===== src/core/dmo_pkg.sv =====
// Purpose: shared constants and helpers of the display memory organisation block
// Assumes: registers are reached at their control-space offsets, 32-bit words
// Notes: offsets are byte offsets from control_space_base
package dmo_pkg;
    // ------------------------------------------------------------
    // register window
    // ------------------------------------------------------------
    localparam logic [7:0] WIN_PAGE = 8'h83;
    localparam logic [15:0] OFS_LOCK = 16'h8300;
    localparam logic [15:0] OFS_GEN = 16'h8304;
    localparam logic [15:0] OFS_TIM = 16'h8308;
    localparam logic [15:0] OFS_OUT = 16'h830c;
    localparam logic [15:0] OFS_FB = 16'h8310;
    localparam logic [15:0] OFS_CB = 16'h8314;
    localparam logic [15:0] OFS_CUR = 16'h8318;
    localparam logic [15:0] OFS_RSVD = 16'h831c;
    localparam logic [31:0] RST_LOCK = 32'h0000_0000;
    localparam logic [31:0] RST_GEN = 32'h0000_0000;
    localparam logic [23:0] RST_CTL = 24'h00_0000;
    localparam logic [19:0] RST_OFS = 20'h0_0000;
    localparam logic [31:0] RSVD_VAL = 32'h0000_0000;
    // ------------------------------------------------------------
    // general_control fields
    // ------------------------------------------------------------
    localparam int GC_RES_LSB = 0;
    localparam int GC_BPP16 = 2;
    localparam int GC_VGA = 3;
    localparam int GC_APSZ_LSB = 4;
    localparam int GC_APST_LSB = 8;
    localparam int GC_CBSZ_LSB = 16;
    localparam int ST_LSB = 24;
    // ------------------------------------------------------------
    // aperture and buffers
    // ------------------------------------------------------------
    localparam int AP_UNIT_LSB = 19;
    localparam logic [3:0] AP_MAX_UNITS = 4'h8;
    localparam int unsigned VGA_BUF_BYTES = 262144;
    localparam int unsigned AP_MAX_BYTES = 4194304;
    localparam logic [3:0] LSH_8 = 4'ha;
    localparam logic [3:0] LSH_16 = 4'hb;
    localparam logic [3:0] LSH_1280_16 = 4'hc;
    localparam logic [3:0] LSH_1280_8 = 4'hb;

    typedef enum logic [1:0] {
        RES_640 = 2'h0,
        RES_800 = 2'h1,
        RES_1024 = 2'h2,
        RES_1280 = 2'h3
    } dmo_res_t;

    function automatic logic [3:0] delta_shift(input dmo_res_t res, input logic bpp16);
        if (res == RES_1280) begin
            delta_shift = bpp16 ? LSH_1280_16 : LSH_1280_8;
        end else begin
            delta_shift = bpp16 ? LSH_16 : LSH_8;
        end
    endfunction : delta_shift

    function automatic logic [21:0] line_bytes(input dmo_res_t res, input logic bpp16);
        logic [21:0] w;
        w = 22'h0;
        unique case (res)
            RES_640: w = 22'h280;
            RES_800: w = 22'h320;
            RES_1024: w = 22'h400;
            RES_1280: w = 22'h500;
        endcase
        line_bytes = bpp16 ? {w[20:0], 1'b0} : w;
    endfunction : line_bytes
endpackage : dmo_pkg


===== src/core/dmo_cfg_if.sv =====
// Purpose: carries the memory organisation settings to the address generator
// Assumes: one clock domain
// Notes: offsets are dword offsets within the aperture
`timescale 1ns/10ps
interface dmo_cfg_if;
    import dmo_pkg::*;
    dmo_res_t res;
    logic bpp16;
    logic vga_src;
    logic [19:0] fb_start;
    logic [19:0] cb_start;
    logic [7:0] cb_line_dw;
    modport src (output res, output bpp16, output vga_src, output fb_start, output cb_start,
        output cb_line_dw);
    modport gen (input res, input bpp16, input vga_src, input fb_start, input cb_start,
        input cb_line_dw);
endinterface : dmo_cfg_if


===== src/core/dmo_core.sv =====
// Purpose: graphics memory organisation: aperture, buffer offsets, lock, addressing
// Assumes: register port and requesters are on clk; installed_ram_units is from clk logic
// Notes: register read data return one cycle after the strobe
//
// Notes on behaviour
// [RL1] graphics memory at most 4 MB, above RAM
// [RL2] aperture placed at top of installed RAM
// [RL3] aperture start and size in 512 KB units
// [RL4] accesses use dword offset bits 21:2, byte enables
// [RL5] pixel offset concatenates line and pixel address
// [RL6] four resolutions at 8 and 16 bpp
// [RL7] 8 bpp lines 1024 bytes apart, 2048 at 1280 wide
// [RL8] 16 bpp lines 2048 bytes apart
// [RL9] 1280x1024x16 lines 4096 bytes apart
// [RL10] compressed data fills gap after line
// [RL11] 1024 wide modes: linear compressed buffer
// [RL12] leftmost pixel in lowest byte of word
// [RL13] vga data in 256 KB buffer
// [RL14] refresh directly from vga buffer
// [RL15] refresh directly from frame buffer otherwise
// [RL16] software renders text modes into 8 bpp
// [RL17] 100h window at 8300h, aliased registers
// [RL18] lock register resets zero, reads always allowed
// [RL19] programmable frame, compressed and pointer offsets
// [RL20] line start is base plus scaled line
// [RL21] protected writes dropped unless key present
`timescale 1ns/10ps
module dmo_core #(
    parameter logic [31:0] UNLOCK_KEY = 32'h0000_5a5a,
    parameter logic [21:0] VGA_START = 22'h30_0000
) (
    input wire logic clk,
    input wire logic rst_n,
    input wire logic reg_sel,
    input wire logic reg_wr,
    input wire logic [15:0] reg_addr,
    input wire logic [3:0] reg_be,
    input wire logic [31:0] reg_wdata,
    output logic [31:0] reg_rdata,
    output logic reg_ack,
    input wire logic [7:0] installed_ram_units,
    input wire logic mem_req,
    input wire logic [31:0] mem_addr,
    input wire logic [3:0] mem_be_in,
    output logic mem_hit,
    output logic mem_miss,
    output logic [19:0] mem_dw_off,
    output logic [3:0] mem_be,
    input wire logic pix_req,
    input wire logic [10:0] pix_x,
    input wire logic [10:0] pix_y,
    output logic pix_valid,
    output logic [19:0] pix_dw_off,
    output logic [3:0] pix_be,
    output logic [21:0] line_start,
    output logic [21:0] cb_off,
    output logic [19:0] pointer_off,
    output logic refresh_from_vga
);
    import dmo_pkg::*;

    // vga buffer has to fit in the aperture
    if (32'(VGA_START) + VGA_BUF_BYTES > AP_MAX_BYTES) begin : g_bad_vga // RL13
        $error("vga buffer does not fit in the aperture");
    end
    if (VGA_START[1:0] != 2'h0) begin : g_bad_align
        $error("vga buffer must be dword aligned");
    end

    // ------------------------------------------------------------
    // registers
    // ------------------------------------------------------------
    logic [31:0] lock_ff;
    logic [31:0] gen_ff;
    logic [23:0] tim_ff;
    logic [23:0] out_ff;
    logic [19:0] fb_ff;
    logic [19:0] cb_ff;
    logic [19:0] cur_ff;
    logic [31:0] rdata_ff;
    logic ack_ff;

    // ------------------------------------------------------------
    // register decode
    // ------------------------------------------------------------
    logic in_win;
    logic [2:0] idx;
    logic do_wr;
    logic unlocked;
    logic wr_ok;
    logic [31:0] bmask;
    logic [31:0] nxt_lock;
    logic [31:0] nxt_gen;
    logic [23:0] nxt_tim;
    logic [23:0] nxt_out;
    logic [19:0] nxt_fb;
    logic [19:0] nxt_cb;
    logic [19:0] nxt_cur;
    logic [31:0] nxt_rdata;
    logic [7:0] status;

    assign in_win = reg_addr[15:8] == WIN_PAGE; // RL17
    // only bits 4:2 decode, so the 32-byte block repeats across the window
    assign idx = reg_addr[4:2]; // RL17
    assign do_wr = reg_sel && reg_wr && in_win;
    assign unlocked = lock_ff == UNLOCK_KEY; // RL21
    assign wr_ok = do_wr && unlocked; // RL18 RL21
    assign bmask = {{8{reg_be[3]}}, {8{reg_be[2]}}, {8{reg_be[1]}}, {8{reg_be[0]}}};
    assign nxt_lock = (lock_ff & ~bmask) | (reg_wdata & bmask);
    assign nxt_gen = (gen_ff & ~bmask) | (reg_wdata & bmask);
    assign nxt_tim = (tim_ff & ~bmask[23:0]) | (reg_wdata[23:0] & bmask[23:0]);
    assign nxt_out = (out_ff & ~bmask[23:0]) | (reg_wdata[23:0] & bmask[23:0]);
    assign nxt_fb = (fb_ff & ~bmask[21:2]) | (reg_wdata[21:2] & bmask[21:2]); // RL19
    assign nxt_cb = (cb_ff & ~bmask[21:2]) | (reg_wdata[21:2] & bmask[21:2]); // RL19
    assign nxt_cur = (cur_ff & ~bmask[21:2]) | (reg_wdata[21:2] & bmask[21:2]); // RL19

    // the lock register itself is never protected, otherwise no key could get in
    always_ff @(posedge clk or negedge rst_n) begin
        if (!rst_n) begin
            lock_ff <= RST_LOCK; // RL18
        end else if (do_wr && idx == OFS_LOCK[4:2]) begin
            lock_ff <= nxt_lock;
        end
    end

    always_ff @(posedge clk or negedge rst_n) begin
        if (!rst_n) begin
            gen_ff <= RST_GEN;
            tim_ff <= RST_CTL;
            out_ff <= RST_CTL;
        end else if (wr_ok) begin
            if (idx == OFS_GEN[4:2]) gen_ff <= nxt_gen; // RL21
            if (idx == OFS_TIM[4:2]) tim_ff <= nxt_tim; // RL21
            if (idx == OFS_OUT[4:2]) out_ff <= nxt_out; // RL21
        end
    end

    always_ff @(posedge clk or negedge rst_n) begin
        if (!rst_n) begin
            fb_ff <= RST_OFS;
            cb_ff <= RST_OFS;
            cur_ff <= RST_OFS;
        end else if (wr_ok) begin
            if (idx == OFS_FB[4:2]) fb_ff <= nxt_fb; // RL19
            if (idx == OFS_CB[4:2]) cb_ff <= nxt_cb; // RL19
            if (idx == OFS_CUR[4:2]) cur_ff <= nxt_cur; // RL19
        end
    end

    // ------------------------------------------------------------
    // mode fields
    // ------------------------------------------------------------
    dmo_res_t res;
    logic bpp16;
    logic [2:0] ap_size_f;
    logic [7:0] ap_start_f;
    logic [7:0] ap_base_u;
    logic [3:0] ap_units;
    logic [3:0] cur_shift;

    assign res = dmo_res_t'(gen_ff[GC_RES_LSB +: 2]); // RL6
    assign bpp16 = gen_ff[GC_BPP16]; // RL6
    assign ap_size_f = gen_ff[GC_APSZ_LSB +: 3];
    assign ap_start_f = gen_ff[GC_APST_LSB +: 8];
    // a zero start field places the aperture right at the top of installed ram
    assign ap_base_u = (ap_start_f == 8'h00) ? installed_ram_units : ap_start_f; // RL2
    assign ap_units = {1'b0, ap_size_f} + 4'h1; // RL1 RL3
    assign cur_shift = delta_shift(res, bpp16);
    assign refresh_from_vga = gen_ff[GC_VGA]; // RL14 RL15
    assign pointer_off = cur_ff; // RL19

    // status: line delta shift, lock state, aperture above ram, vga source
    assign status = {cur_shift, unlocked, ap_base_u >= installed_ram_units,
        refresh_from_vga, 1'b0};

    assign nxt_rdata = !in_win ? 32'h0000_0000
        : (idx == OFS_LOCK[4:2]) ? lock_ff // RL18
        : (idx == OFS_GEN[4:2]) ? gen_ff
        : (idx == OFS_TIM[4:2]) ? {status, tim_ff}
        : (idx == OFS_OUT[4:2]) ? {8'h00, out_ff}
        : (idx == OFS_FB[4:2]) ? {10'h000, fb_ff, 2'h0}
        : (idx == OFS_CB[4:2]) ? {10'h000, cb_ff, 2'h0}
        : (idx == OFS_CUR[4:2]) ? {10'h000, cur_ff, 2'h0}
        : RSVD_VAL;

    always_ff @(posedge clk or negedge rst_n) begin
        if (!rst_n) begin
            rdata_ff <= 32'h0000_0000;
            ack_ff <= 1'b0;
        end else begin
            ack_ff <= reg_sel;
            if (reg_sel && !reg_wr) rdata_ff <= nxt_rdata; // RL18
        end
    end
    assign reg_rdata = rdata_ff;
    assign reg_ack = ack_ff;

    // ------------------------------------------------------------
    // aperture decode
    // ------------------------------------------------------------
    logic [12:0] addr_u;
    logic [12:0] rel_u;
    logic ap_in;
    logic hit_ff;
    logic miss_ff;
    logic [19:0] dw_ff;
    logic [3:0] mbe_ff;

    assign addr_u = mem_addr[31:AP_UNIT_LSB];
    assign rel_u = addr_u - {5'h00, ap_base_u};
    assign ap_in = (addr_u >= {5'h00, ap_base_u}) && (rel_u < {9'h000, ap_units}); // RL1 RL3

    always_ff @(posedge clk or negedge rst_n) begin
        if (!rst_n) begin
            hit_ff <= 1'b0;
            miss_ff <= 1'b0;
            dw_ff <= 20'h0_0000;
            mbe_ff <= 4'h0;
        end else begin
            hit_ff <= mem_req && ap_in;
            miss_ff <= mem_req && !ap_in;
            if (mem_req && ap_in) begin
                dw_ff <= {rel_u[2:0], mem_addr[18:2]}; // RL4
                mbe_ff <= mem_be_in; // RL4
            end
        end
    end
    assign mem_hit = hit_ff;
    assign mem_miss = miss_ff;
    assign mem_dw_off = dw_ff;
    assign mem_be = mbe_ff;

    // ------------------------------------------------------------
    // display address generation
    // ------------------------------------------------------------
    dmo_cfg_if cfg ();
    assign cfg.res = res;
    assign cfg.bpp16 = bpp16;
    assign cfg.vga_src = refresh_from_vga;
    assign cfg.fb_start = fb_ff;
    assign cfg.cb_start = cb_ff;
    assign cfg.cb_line_dw = gen_ff[GC_CBSZ_LSB +: 8];

    dmo_addr_gen #(
        .VGA_START(VGA_START)
    ) u_gen (
        .clk(clk),
        .rst_n(rst_n),
        .cfg(cfg),
        .req(pix_req),
        .pix_x(pix_x),
        .pix_y(pix_y),
        .valid_ff(pix_valid),
        .line_start_ff(line_start),
        .pix_off_ff(pix_dw_off),
        .cb_off_ff(cb_off)
    );

    dmo_pix_pack u_pack (
        .clk(clk),
        .rst_n(rst_n),
        .req(pix_req),
        .bpp16(bpp16),
        .x_lo(pix_x[1:0]),
        .be_ff(pix_be)
    );

    logic [21:0] chk_base;
    assign chk_base = refresh_from_vga ? VGA_START : {fb_ff, 2'h0};
endmodule : dmo_core


===== src/core/dmo_pix_pack.sv =====
// Purpose: byte enables of one pixel inside its 32-bit word
// Assumes: leftmost pixel sits in the lowest byte
// Notes: one cycle of latency, matching the address generator
`timescale 1ns/10ps
module dmo_pix_pack (
    input wire logic clk,
    input wire logic rst_n,
    input wire logic req,
    input wire logic bpp16,
    input wire logic [1:0] x_lo,
    output logic [3:0] be_ff
);
    import dmo_pkg::*;
    logic [3:0] nxt_be;
    // ------------------------------------------------------------
    // one lane per byte
    // ------------------------------------------------------------
    for (genvar i = 0; i < 4; i++) begin : g_lane
        localparam logic [1:0] LANE = 2'(i);
        assign nxt_be[i] = bpp16 ? (LANE[1] == x_lo[0]) : (LANE == x_lo); // RL12
    end
    always_ff @(posedge clk or negedge rst_n) begin
        if (!rst_n) begin
            be_ff <= 4'h0;
        end else if (req) begin
            be_ff <= nxt_be;
        end
    end
endmodule : dmo_pix_pack


===== src/core/dmo_addr_gen.sv =====
// Purpose: line start, pixel and compressed-line offsets for the display
// Assumes: the mode and offsets are steady while a frame is fetched
// Notes: results appear one cycle after the request
`timescale 1ns/10ps
module dmo_addr_gen #(
    parameter logic [21:0] VGA_START = 22'h00_0000
) (
    input wire logic clk,
    input wire logic rst_n,
    dmo_cfg_if.gen cfg,
    input wire logic req,
    input wire logic [10:0] pix_x,
    input wire logic [10:0] pix_y,
    output logic valid_ff,
    output logic [21:0] line_start_ff,
    output logic [19:0] pix_off_ff,
    output logic [21:0] cb_off_ff
);
    import dmo_pkg::*;
    logic [3:0] shift;
    logic [21:0] x_bytes;
    logic [21:0] y_rel;
    logic [21:0] xy;
    logic [21:0] base;
    logic [21:0] lbytes;
    logic [21:0] nxt_line;
    logic [21:0] nxt_pix;
    logic [21:0] nxt_cb;
    logic gap;
    // ------------------------------------------------------------
    // address arithmetic
    // ------------------------------------------------------------
    assign shift = delta_shift(cfg.res, cfg.bpp16); // RL7 RL8 RL9
    assign x_bytes = cfg.bpp16 ? {10'h0, pix_x, 1'b0} : {11'h000, pix_x};
    assign y_rel = 22'({11'h000, pix_y} << shift);
    // x never reaches the delta, so or-ing is a plain concatenation, no multiplier
    assign xy = y_rel | x_bytes; // RL5
    assign base = cfg.vga_src ? VGA_START : {cfg.fb_start, 2'h0}; // RL14 RL15
    assign nxt_line = base + y_rel; // RL20
    assign nxt_pix = base + xy;
    assign lbytes = line_bytes(cfg.res, cfg.bpp16);
    assign gap = lbytes < (22'h1 << shift);
    assign nxt_cb = gap ? nxt_line + lbytes // RL10
        : {cfg.cb_start, 2'h0} + 22'(pix_y * {cfg.cb_line_dw, 2'h0}); // RL11
    always_ff @(posedge clk or negedge rst_n) begin
        if (!rst_n) begin
            valid_ff <= 1'b0;
            line_start_ff <= 22'h0;
            pix_off_ff <= 20'h0;
            cb_off_ff <= 22'h0;
        end else begin
            valid_ff <= req;
            if (req) begin
                line_start_ff <= nxt_line;
                pix_off_ff <= nxt_pix[21:2];
                cb_off_ff <= nxt_cb;
            end
        end
    end
endmodule : dmo_addr_gen


===== config.mk =====
export PLATFORM = sky130hd
export DESIGN_NAME = dmo_core
export DESIGN_NICKNAME = d
export VERILOG_FILES = /design/src/core/dmo_pkg.sv /design/src/core/dmo_cfg_if.sv /design/src/core/dmo_core.sv /design/src/core/dmo_pix_pack.sv /design/src/core/dmo_addr_gen.sv
export SDC_FILE = /design/constraint.sdc
export NUM_CORES = 1
export LEC_CHECK = 0
export ABC_AREA = 1
export BUFFER_PORTS_ARGS = -buffer_cell sky130_fd_sc_hd__buf_2
export CAP_MARGIN = 10
export CORE_MARGIN = 1.5
export CORE_UTILIZATION = 53
export CTS_CLUSTER_DIAMETER = 150
export DETAILED_ROUTE_END_ITERATION = 16
export GPL_ROUTABILITY_DRIVEN = 0
export PLACE_DENSITY = 0.74
export SYNTH_ARGS = -nofsm -noshare
export SYNTH_HDL_FRONTEND = slang
export SYNTH_SLANG_ARGS = --single-unit

===== constraint.sdc =====
create_clock -name clk -period 6.5 [get_ports clk]
set_input_delay 0 -clock clk [delete_from_list [all_inputs] [get_ports clk]]
set_output_delay 0 -clock clk [all_outputs]
set_load 0.05 [all_outputs]

==> impl_metrics.tcl <==
set metrics [dict create \
    p_per_area_nw_per_um2 187.9 \
    syn_area_um2 20120 \
    finClkSkew_ps 29.07 \
    vias 19790 \
    synth_top_family_by_area "simple AND/OR/NAND/NOR gates" \
    worstSkewPairLatency_ps 560 \
    crit_path_frequent_cell "nand2_1" \
    final-setup-viol-count 0 \
    synth_area_per_cell_um2 7.465 \
    max_freq_mhz 166.3 \
    min_from "mem_addr[20]" \
    synthAdderAreaFrac_pct 13.14 \
    async_flop_share_pct 100.0 \
    crit_type "reg -> reg" \
    yosysUniqueCellTypes 50 \
    crit_arrival_ps 6460 \
    cts_tree "built" \
    grt_overflow_total 0 \
    fillers 3325 \
    rsz0062_at_grt "false" \
    final.setup.tns_ps 0 \
    grt_use_total_pct 32.89 \
    syn_inst 2696 \
    tightest_slew_ps 1124 \
    fin_crit_sh_pct 92.51 \
    status "completed" \
    syn2layout_area_growth_pct 18.86 \
    dp_hpwl_mm 46.42 \
    period_minus_slack_ps 6013 \
    die_x_um 197.9 \
    grt_pass1_wl_mm 100.4 \
    vias_per_cell 5.594 \
    path_max_fanout 8 \
    maxSlewHeadroom_pct 24.87 \
    hold_viol_final 0 \
    report.final.slew_viol_count 0 \
    grt_pass1_vias 19070 \
    drt-initial-drc-count 1917 \
    drive_above_1_share_pct 12.36 \
    htree_levels 2 \
    p_leak_nw 13.23 \
    synthXorXnorAreaFrac_pct 1.915 \
    cts_buffers 34 \
    port_buffers 261 \
    synth_edf_count 0 \
    worst_hold_path.endpoint "mem_dw_off[18]" \
    root_buffer "clkbuf_16" \
    synth-simple-area-share_pct 22.72 \
    whs_path_depth 6 \
    cts.sinks 296 \
    critPathTopFamily "adder cells" \
    worstSetupStartpointType "flip-flop" \
    start_util_pct 53.68 \
    slowest_stage "fa_1" \
    critPathCaptureType "flip-flop" \
    worstPathRequired_ps 6950 \
    rr_worst_depth 28 \
    synth_compound_area_share_pct 14.63 \
    ys_seq_area_share_pct 36.81 \
    core_area_um2 37490 \
    io-pin-count 273 \
    die_h_um 197.9 \
    maxCapViolCount 0 \
    cp_num_buf_inv 5 \
    wl_per_cell_um 18.15 \
    synth_seq_cells 296 \
    dr.pass1.iters 6 \
    drc 0 \
    synth_ff_type "dfrtp_1" \
    antenna_left 0 \
    ys_warn_count 0 \
    fp.dieArea_um2 39150 \
    r2r_end "u_gen.cb_off_ff[19]" \
    grt_max_degree 190 \
    cts.path.max_buffers 3 \
    num_rows 71 \
    antenna_found_initial 2 \
    ff2ff_setup_slack_ps 490 \
    wl_mm 64.23 \
    cp_slowest_stage_delay_ps 560 \
    nNetsFinal 3300 \
    hp-class "in -> reg" \
    max-vdd-ir-drop_v 0.0001560 \
    p_total_mw 4.495 \
    clkTransAtPathRegs_ps 60 \
    synthMuxAreaShare_pct 0.5471 \
]
-- cells in the mapped netlist (39+ instances only) --
library cell  count  share of area [%]
nand4_1          39                1.2
dfrtp_1         296                 37
inv_1           415                7.7
a21oi_1         102                2.5
nand3_1         107                2.7
ha_1            117                7.3
fa_1             59                5.9
o21ai_0         252                6.3
nand2_1         774                 14
nor2_1          152                2.8
o21ai_1          51                1.3
clkbuf_1         74                1.4
-- kinds of logic (layout without fill, tap and decap cells) --
family                   Yosys count  count (layout)
AND/OR/NAND/NOR                 1118            1118
buffers and inverters            529             852
AO/OA/AOI/OAI                    521             521
flip-flops                       296             296
adder cells (fa/ha/maj)          176             176
XOR/XNOR                          44              44
multiplexers                      10              10
other                              2              10
-- routing by layer --
layer  vias up  global-route usage (%)  wire length, um
met5         -                       0                0
met4         0                   15.07             2977
met3       178                   6.200             5818
met2      1012                   53.09            29080
met1      9345                   42.95            26350
li1       9257                       -                -
-- worst max-delay path by stage --
stage | startpoint | endpoint | slack, ps | depth (start not counted)
after floorplan | flip-flop | u_gen.cb_off_ff[19] | 800 | 27
after global placement | flip-flop | u_gen.cb_off_ff[19] | 470 | 26
after detailed placement | flip-flop | u_gen.cb_off_ff[19] | 310 | 26
after global routing | flip-flop | u_gen.cb_off_ff[20] | 60 | 27
after CTS | flip-flop | u_gen.cb_off_ff[19] | 280 | 26
final | flip-flop | u_gen.cb_off_ff[19] | 490 | 28
-- cells in the final DEF (no fill, tap or decap), types with 27 or more instances in the layout --
cell type and n:
dfrtp_1 293, nand4_1 39, buf_2 260, o21ai_1 52, dlygate4sd3_1 98, fa_1 59
ha_1 117, inv_1 414, nand3_1 107, o21ai_0 251, a221oi_1 27, nor2_1 151
nand2_1 774, clkbuf_16 34, a21oi_1 102, xor2_1 28
-- through the flow --
step                      std cells  hold WS [ps]  instance area, um2  setup WS, ps  util [%]
after global routing           3538         58.07               23920         59.92     63.81
after detailed placement       3377         106.3               21730         312.7     57.95
final                          3538         23.81               23920         486.6     63.81
after CTS                      3536         8.501               23900         279.7     63.76
after floorplan                2702        -295.6               20150         804.3         -
after global placement         3377         97.75               21730         467.3     57.95
-- power by group --
group	switching, mW	internal, mW
registers	0.0209	1.88
logic	0.383	0.140
clock network	0.838	1.24
-- tightest hold or removal path, stage by stage --
cell     delay (ps)
buf_2           120
inv_1            80
fa_1            160
inv_1            60
nand3_1          70
nand2_1          50
-- final cells by class --
type	instances	area, um2	share of cell area [%]
Antenna cell	2	5.005	0.02092
Clock buffer	48	993.5	4.153
Clock inverter	13	201.4	0.8421
Inverter	423	1588	6.638
Multi-Input combinational cell	1877	10710	44.75
Sequential cell	296	7411	30.98
Tap cell	511	639.4	2.673
Timing Repair Buffer	368	2377	9.938
-- timing repair --
action                                  in CTS  in global routing
endpoints found under the hold margin      311                  0
hold buffers                                98                  0
endpoints found under the setup margin       0                  5
resized for setup                            0                  7
setup buffers                                0                  0
(Power assumes the default switching activity.)
